==> src/caf_pkg.sv <==
// Package for the acceptance filter control block: offsets, field layout, reset values.
// Assumes a plain address/strobe register port with 32-bit data.
package caf_pkg;
   localparam int ADDR_W = 4;
   localparam logic [ADDR_W-1:0] CTRL4_OFFSET = 4'h0;
   localparam logic [31:0] CTRL4_RESET = 32'h0000_0000;
   localparam logic [31:0] UNMAPPED_READ = 32'h0000_0000;
   // Field positions inside each filter byte
   localparam int ON_BIT = 7;
   localparam int MASK_HI = 6;
   localparam int MASK_LO = 5;
   localparam int BUF_HI = 4;
   localparam int BUF_LO = 0;
   // Byte lane of each filter
   localparam int F16_BASE = 0;
   localparam int F17_BASE = 8;
   localparam int NUM_FILTERS = 2;

   typedef struct packed {
      logic on;
      logic [1:0] mask_choice;
      logic [4:0] buffer_choice;
   } caf_slot_type;

   typedef struct packed {
      logic [ADDR_W-1:0] addr;
      logic [31:0] wdata;
      logic wr;
      logic rd;
   } caf_bus_type;
endpackage : caf_pkg

==> src/caf_filter_ctrl.sv <==
// Control register for acceptance filters sixteen and seventeen.
// Assumes the bus master sits on REF_CLK; matched messages come from same-clock logic.
//
// Overview of operation
// - Enable flag one activates a filter, zero deactivates it.
// - Mask choice 00..11 selects acceptance mask 0..3.
// - Buffer choice routes matched messages to receive FIFO buffer 0..31.
// - Mask and buffer choices change only while the filter is disabled.
// - Filter seventeen: enable bit 15, mask bits 14:13, buffer bits 12:8.
// - Filter sixteen: enable bit 7, mask bits 6:5, buffer bits 4:0.
`timescale 1ns/100ps
module caf_filter_ctrl
   import caf_pkg::*;
(
   input wire logic REF_CLK,
   input wire logic RST,
   input wire logic [ADDR_W-1:0] ADDR,
   input wire logic [31:0] WDATA,
   input wire logic WR,
   input wire logic RD,
   output logic [31:0] RDATA,
   // Per-filter match request from the matching logic
   input wire logic [NUM_FILTERS-1:0] MATCH_IN,
   output logic [NUM_FILTERS-1:0] FILTER_ON,
   output logic [2*NUM_FILTERS-1:0] MASK_CHOICE,
   output logic [NUM_FILTERS-1:0] STORE_VALID,
   output logic [5*NUM_FILTERS-1:0] STORE_BUFFER
);
   caf_bus_type bus;
   caf_slot_type slot [NUM_FILTERS];
   caf_slot_type next_slot [NUM_FILTERS];
   logic [31:0] ctrl_word;
   wire hit = (bus.addr == CTRL4_OFFSET);

   assign bus = '{addr: ADDR, wdata: WDATA, wr: WR, rd: RD};

   function automatic caf_slot_type slot_of(input logic [7:0] b);
      slot_of = '{on: b[ON_BIT], mask_choice: b[MASK_HI:MASK_LO],
                  buffer_choice: b[BUF_HI:BUF_LO]};
   endfunction : slot_of

   assign ctrl_word = {16'h0000, slot[1], slot[0]};

   genvar g;
   generate
      for (g = 0; g < NUM_FILTERS; g++) begin : g_filt
         localparam int BASE = (g == 0) ? F16_BASE : F17_BASE;
         wire caf_slot_type wr_slot = slot_of(bus.wdata[BASE +: 8]);
         wire wr_hit = bus.wr && hit;
         // Choices stay frozen while enabled; enable itself is always writable
         assign next_slot[g] = !wr_hit ? slot[g] :
                               slot[g].on ? '{on: wr_slot.on,
                                              mask_choice: slot[g].mask_choice,
                                              buffer_choice: slot[g].buffer_choice}
                                          : wr_slot;

         always_ff @(posedge REF_CLK) begin
            if (RST) begin
               slot[g] <= caf_slot_type'(CTRL4_RESET[BASE +: 8]);
               STORE_VALID[g] <= 1'b0;
               STORE_BUFFER[5*g +: 5] <= 5'h00;
            end else begin
               slot[g] <= next_slot[g];
               STORE_VALID[g] <= MATCH_IN[g] && slot[g].on;
               STORE_BUFFER[5*g +: 5] <= slot[g].buffer_choice;
            end
         end

         always_ff @(posedge REF_CLK) begin
            if (RST) begin
               FILTER_ON[g] <= 1'b0;
               MASK_CHOICE[2*g +: 2] <= 2'h0;
            end else begin
               FILTER_ON[g] <= next_slot[g].on;
               MASK_CHOICE[2*g +: 2] <= next_slot[g].mask_choice;
            end
         end

         locked_hold_a: assert property (@(posedge REF_CLK) disable iff (RST)
            $past(slot[g].on) && !$past(RST) |->
               slot[g].mask_choice == $past(slot[g].mask_choice) &&
               slot[g].buffer_choice == $past(slot[g].buffer_choice))
            else $error("locked filter choice changed");
         off_no_store_a: assert property (@(posedge REF_CLK) disable iff (RST)
            !slot[g].on |=> !STORE_VALID[g])
            else $error("disabled filter stored a message");
         store_route_a: assert property (@(posedge REF_CLK) disable iff (RST)
            MATCH_IN[g] && slot[g].on |=>
               STORE_VALID[g] && STORE_BUFFER[5*g +: 5] == $past(slot[g].buffer_choice))
            else $error("match not routed to chosen buffer");
         open_write_a: assert property (@(posedge REF_CLK) disable iff (RST)
            bus.wr && hit && !slot[g].on |=>
               slot[g] == caf_slot_type'($past(WDATA[BASE +: 8])))
            else $error("write to open filter lost");
         mask_out_a: assert property (@(posedge REF_CLK) disable iff (RST)
            MASK_CHOICE[2*g +: 2] == slot[g].mask_choice)
            else $error("mask choice output wrong");
         enable_write_a: assert property (@(posedge REF_CLK) disable iff (RST)
            bus.wr && hit |=> FILTER_ON[g] == $past(WDATA[BASE + ON_BIT]))
            else $error("enable write not taken");

         // Open filter takes the written mask choice on the next edge
         open_mask_a: assert property (@(posedge REF_CLK) disable iff (RST)
            bus.wr && hit && !slot[g].on |=>
               MASK_CHOICE[2*g +: 2] == $past(WDATA[BASE + MASK_HI -: 2]))
            else $error("open mask choice not taken");

         // Open filter takes the written buffer choice on the next edge
         open_buffer_a: assert property (@(posedge REF_CLK) disable iff (RST)
            bus.wr && hit && !slot[g].on |=>
               slot[g].buffer_choice == $past(WDATA[BASE + BUF_HI -: 5]))
            else $error("open buffer choice not taken");

         // A write that meets an enabled filter must not move its choices
         locked_write_a: assert property (@(posedge REF_CLK) disable iff (RST)
            bus.wr && hit && slot[g].on |=>
               slot[g].mask_choice == $past(slot[g].mask_choice) &&
               slot[g].buffer_choice == $past(slot[g].buffer_choice))
            else $error("locked choice took a write");

         // Clearing the flag is always allowed, even while locked
         locked_clear_a: assert property (@(posedge REF_CLK) disable iff (RST)
            bus.wr && hit && slot[g].on && !WDATA[BASE + ON_BIT] |=>
               !FILTER_ON[g] && !slot[g].on)
            else $error("enable clear refused");

         // Setting the flag from either state
         enable_set_a: assert property (@(posedge REF_CLK) disable iff (RST)
            bus.wr && hit && WDATA[BASE + ON_BIT] |=> slot[g].on && FILTER_ON[g])
            else $error("enable set not taken");

         // No write, no change: unmapped writes and reads leave the slot alone
         idle_hold_a: assert property (@(posedge REF_CLK) disable iff (RST)
            !(bus.wr && hit) |=> slot[g] == $past(slot[g]))
            else $error("filter slot changed without a write");

         // Stores come only from a match request
         no_match_a: assert property (@(posedge REF_CLK) disable iff (RST)
            !MATCH_IN[g] |=> !STORE_VALID[g])
            else $error("store without a match");

         // A store always names the buffer chosen when the match was taken
         store_buffer_a: assert property (@(posedge REF_CLK) disable iff (RST)
            STORE_VALID[g] |->
               STORE_BUFFER[5*g +: 5] == $past(slot[g].buffer_choice))
            else $error("store names wrong buffer");

         // Flag output follows the written enable on an open filter too
         open_enable_a: assert property (@(posedge REF_CLK) disable iff (RST)
            bus.wr && hit && !slot[g].on |=>
               FILTER_ON[g] == $past(WDATA[BASE + ON_BIT]))
            else $error("open enable write lost");

         // Reset leaves every per-filter output quiet; checked while reset is high
         reset_quiet_a: assert property (@(posedge REF_CLK)
            RST |=> !FILTER_ON[g] && !STORE_VALID[g] &&
               MASK_CHOICE[2*g +: 2] == 2'h0 && STORE_BUFFER[5*g +: 5] == 5'h00)
            else $error("filter outputs not cleared by reset");

         // Mask output holds while no write reaches the register
         mask_hold_a: assert property (@(posedge REF_CLK) disable iff (RST)
            !(bus.wr && hit) |=> MASK_CHOICE[2*g +: 2] == $past(MASK_CHOICE[2*g +: 2]))
            else $error("mask choice moved without a write");
      end
   endgenerate

   always_ff @(posedge REF_CLK) begin
      if (RST) begin
         RDATA <= UNMAPPED_READ;
      end else if (bus.rd) begin
         RDATA <= hit ? ctrl_word : UNMAPPED_READ;
      end else begin
         RDATA <= UNMAPPED_READ;
      end
   end

   read_back_a: assert property (@(posedge REF_CLK) disable iff (RST)
      RD && hit |=> RDATA == {16'h0000, $past(slot[1]), $past(slot[0])})
      else $error("read data mismatch");
   upper_zero_a: assert property (@(posedge REF_CLK) disable iff (RST)
      RDATA[31:16] == 16'h0000)
      else $error("upper bits not zero");

   // Read data stand only in the cycle after the strobe
   rdata_idle_a: assert property (@(posedge REF_CLK) disable iff (RST)
      !RD |=> RDATA == UNMAPPED_READ)
      else $error("read data outside read cycle");

   // Unmapped reads return the idle word
   unmapped_read_a: assert property (@(posedge REF_CLK) disable iff (RST)
      RD && !hit |=> RDATA == UNMAPPED_READ)
      else $error("unmapped read not idle");

   // Unmapped writes must not reach either filter
   unmapped_write_a: assert property (@(posedge REF_CLK) disable iff (RST)
      WR && !hit |=> slot[0] == $past(slot[0]) && slot[1] == $past(slot[1]))
      else $error("unmapped write changed a filter");

   // Low byte read back against the flag and mask outputs
   read_low_a: assert property (@(posedge REF_CLK) disable iff (RST)
      RD && hit |=>
         RDATA[F16_BASE + ON_BIT] == $past(FILTER_ON[0]) &&
         RDATA[F16_BASE + MASK_HI -: 2] == $past(MASK_CHOICE[1:0]))
      else $error("filter sixteen read back wrong");

   // Second byte read back against the flag and mask outputs
   read_high_a: assert property (@(posedge REF_CLK) disable iff (RST)
      RD && hit |=>
         RDATA[F17_BASE + ON_BIT] == $past(FILTER_ON[1]) &&
         RDATA[F17_BASE + MASK_HI -: 2] == $past(MASK_CHOICE[3:2]))
      else $error("filter seventeen read back wrong");

   // Reset clears read data and the register
   reset_rdata_a: assert property (@(posedge REF_CLK)
      RST |=> RDATA == UNMAPPED_READ && ctrl_word == CTRL4_RESET)
      else $error("reset did not clear register");

   // Strobes never overlap; the slave would serve both silently, reading back the pre-write word
   strobe_excl_a: assert property (@(posedge REF_CLK) disable iff (RST)
      RD && hit |=> RDATA[31:16] == 16'h0000 && $past(!WR))
      else $error("read overlapped a write");
endmodule : caf_filter_ctrl

==> config.mk <==
export PLATFORM = sky130hd
export DESIGN_NAME = caf_filter_ctrl
export DESIGN_NICKNAME = d
export VERILOG_FILES = /design/src/caf_pkg.sv /design/src/caf_filter_ctrl.sv
export SDC_FILE = /design/constraint.sdc
export NUM_CORES = 1
export LEC_CHECK = 0
export BUFFER_PORTS_ARGS = -buffer_cell sky130_fd_sc_hd__clkbuf_2
export CORE_MARGIN = 2
export CORE_UTILIZATION = 43
export DETAILED_ROUTE_END_ITERATION = 7
export PLACE_DENSITY = 0.78
export SYNTH_ARGS = -nofsm -noshare
export SYNTH_HDL_FRONTEND = slang
export SYNTH_SLANG_ARGS = --single-unit
==> constraint.sdc <==
create_clock -name REF_CLK -period 2 [get_ports REF_CLK]
set_input_delay 0.1 -clock REF_CLK [delete_from_list [all_inputs] [get_ports REF_CLK]]
set_output_delay 0.1 -clock REF_CLK [all_outputs]
set_load 0.01 [all_outputs]
* Word level (Yosys, flattened, before mapping)
Memory sizes are Yosys's and may differ from the RTL's. Index checks and enable logic that the tools add are counted. Widths: inputs -> output; s select.
Word-level totals: RAM bits 16, bits in read-only memories 0, word-level logic and storage cells 30, bits in registers 50, bits in latches 0, memories 1
Operators by class: divide/modulo/power cells 0, eq/ne operators 0, shifts and indexed selects 0, reductions and logical operators 6, multiply operators 0, add/sub/neg operators 0, bitwise logic cells 4, magnitude comparators 0, multiplexer cells 9
Memory list:
- slot | words 2, bits a word 8, read ports 2, clocked after Yosys merged registers in 0, wr ports 2, RTL line caf_filter_ctrl.sv:30 | caf_slot_type slot [NUM_FILTERS];
Operators by type and width (number):
- $mux 8 | 4
- $mux 7 | 2
- $logic_not 4->1 | 1
- $logic_and 1x1->1 | 3
- $mux 1 | 3
- $reduce_or 3->1 | 1
- $not 1->1 | 2
- $or 1x1->1 | 2
- $reduce_or 2->1 | 1

* Logic depth before layout (Yosys ltp)
depth in word-level cells 4, mapped depth 5, mapped depth without buffers 3

* Least setup slack after synthesis
OpenSTA, ideal clock, no wires.
kind input to register, start input port ADDR[0], end memory slot[0][0] in the netlist's numbering, setup slack 0.457 ns, arrival time 1.422 ns, required time 1.879 ns, path buffers 1, stages on the path 4, setup time 0.121 ns, cell sequence or3_4 buf_6 nor4b_4 mux2_2
RTL lines:
- start, declared | RTL line caf_filter_ctrl.sv:17 | input wire logic [ADDR_W-1:0] ADDR,
- end, declared | RTL line caf_filter_ctrl.sv:30

==> flow_summary.toml <==
[status]
outcome = "finished clean"

[floorplanning]
die_w_um = 66.0
die_y_um = 66.0
ios = 92
dieArea_mm2 = 0.00436
start_util = 0.448
core-area_mm2 = 0.00369
num_rows = 22

[clock_tree]
cts_buffers = 5
cts_setup_buffers = 0
clkLatencyLatePin_ns = 0.29
h-tree-depth = 2
cts_sinks = 44
cts_resized = 0
clk_pin_slew_ns = 0.08
cts_tree = "built"
root_buffer = "clkbuf_8"
cts.hold.buffers_added = 0
clock_path_buffers = 2

[timing]
fin_crit_ns = 1.31
finalClockSkew_ns = 0.00582
max_freq_ghz = 0.764
setup_tns_ns = 0
min_period_over_period = 0.655
report.final.slew_viol_count = 0
hold_violations = 0
rsz0062_at_grt = "no"
setup_viol = 0

[worst_setup_path]
crit_end = "slot[1][2]"
arrival_ns = 1.49
crit_path_start_kind = "register"
worst-r2r-cell-count = 3
ff2ff_setup_slack_ns = 0.69
critPathMaxFanout = 7
reg2reg_to = "slot[1][2]"
required_ns = 2.18
path_class = "reg -> reg"
end_kind = "register"
cp-startpoint = "slot[1][7]"
r2r-start = "slot[1][7]"

[power_and_ir_drop]
vdd_drop_max_mv = 0.349
p_per_area_mw_per_mm2 = 745
p_leak_uw = 0.000937

[grt]
antenna_found_initial = 0
overflow = 0
grt_usage = 0.128
grt_pass1_wl_um = 4040
grt_max_degree = 35
grt_pass1_vias = 922

[synth]
ys_warn_count = 0
netlist_instances = 145
synth_top_area_cell = "dfxtp_1"
synth.distinct_cells = 15
avgSynthCellArea_um2 = 11.4
yosysTopAreaCellShare = 0.533
ys_ff_latch = 44
netlist_top_cells_area = "dfxtp_1, buf_4, nor2b_1, mux2_2, and2_1"
synth_area_mm2 = 0.00165
synth-seq-area-share = 0.533

[placement]
dp_hpwl_um = 2030
gp_congestion = 0.634
place_area_mm2 = 0.00190
port_buffers = 59

[final_layout]
fin_area_mm2 = 0.00198
fin_nets = 245
drive_gt1_frac = 0.409
syn2layout_area_growth_pct = 19.8
diodes = 0

[routing]
route.detailed.drc = 0
initialDrtViolationCount = 54
dr.pass1.iters = 4
avgRoutedWirePerCell_um = 10.7
avgViaCountPerCell = 4.26
detail-route-antenna-nets = 0
vias = 1069
wirelength_um = 2690

[flow_run]
drv_cap = 0

[hold_path]
hold_path.class = "in -> reg"
## Yosys cell counts
master and instances:
dfxtp_1 44, buf_4 22, nor2b_1 20, and2_1 16
nand2b_1 12, mux2_2 10, mux2i_1 6, clkbuf_1 4
nor4b_4 3, nand2_1 2, nor2_1 2, buf_6 1
conb_1 1, nor3b_1 1, or3_4 1
## metal layers
metal / GRT usage / part of all wire / wire [µm]
met2: 0.227 / 0.52 / 1400
met1: 0.130 / 0.38 / 1030
met5: 0 / 0 / 0
met4: 0.0612 / 0.013 / 36
met3: 0.0494 / 0.080 / 216
## critical path, cell delays in order, from the launching register on
cell and delay, ns:
dfxtp_1 0.37, nor4b_4 0.28, buf_4 0.21, mux2_2 0.34
## stage by stage
step                      utilization  hold WS, ns  setup slack, ns  power (µW)  cells
after global placement          0.516        0.312            0.469         991    244
after floorplan                     -        0.181            0.457         980    160
after global routing            0.537       0.0318            0.624        1540    251
after detailed placement        0.516        0.317            0.457         993    244
after CTS                       0.537      0.00343            0.679        1490    251
final                           0.537      0.00790            0.691        1480    251
## kinds of logic (layout without fill, tap and decap cells)
kind of cell / Yosys count / after routing / synth area share
flops: 44 / 44 / 0.533
other cells: 1 / 16 / 0.00227
simple gates: 57 / 57 / 0.245
mux: 16 / 16 / 0.104
buf+inv: 27 / 70 / 0.116
## worst min path at each step
stage | startpoint | end | depth (start not counted)
6_report | MATCH_IN[0] | STORE_VALID[0] | 3
5_1_grt | MATCH_IN[0] | STORE_VALID[0] | 3
4_1_cts | MATCH_IN[0] | STORE_VALID[0] | 3
3_5_place_dp | MATCH_IN[0] | STORE_VALID[0] | 3
3_3_place_gp | MATCH_IN[1] | STORE_VALID[1] | 3
2_1_floorplan | RST | STORE_BUFFER[2] | 1
## where the power goes
part	switching (µW)	internal, µW	leakage, µW	total (µW)
clock	267	237	0.0000410	504
sequential	2.82	881	0.000355	884
combinational	46.2	41.8	0.000541	88.0
total	316	1160	0.000937	1480
## cells in the final DEF (no fill, tap or decap)
cell type | synthesis | final
clkbuf_1 | 4 | 1
clkinv_2 | 0 | 1
dfxtp_1 | 44 | 44
clkbuf_8 | 0 | 5
nand2_1 | 2 | 2
nor3b_1 | 1 | 1
nor4b_4 | 3 | 3
or3_4 | 1 | 1
nor2b_1 | 20 | 20
mux2i_1 | 6 | 6
nor2_1 | 2 | 2
clkbuf_2 | 0 | 59
buf_4 | 22 | 4
and2_1 | 16 | 16
conb_1 | 1 | 16
mux2_2 | 10 | 10
nand2b_1 | 12 | 12
## sequential cells by signal, summed over array words and instances, names as in the netlist
signal	count
RDATA	16
slot	13
STORE_BUFFER	10
MASK_CHOICE	2
STORE_VALID	2
FILTER_ON	1
## layout make-up
| cell class | count | area, µm² |
|---|---|---|
| Clock buffer | 6 | 72.6 |
| Clock inverter | 1 | 5.00 |
| Tap cell | 48 | 60.1 |
| Multi-Input combinational cell | 89 | 638 |
| Sequential cell | 44 | 881 |
| Timing Repair Buffer | 63 | 325 |
| Fill cell | 364 | 1710 |
Note: power is estimated with default switching activity, not from simulation.
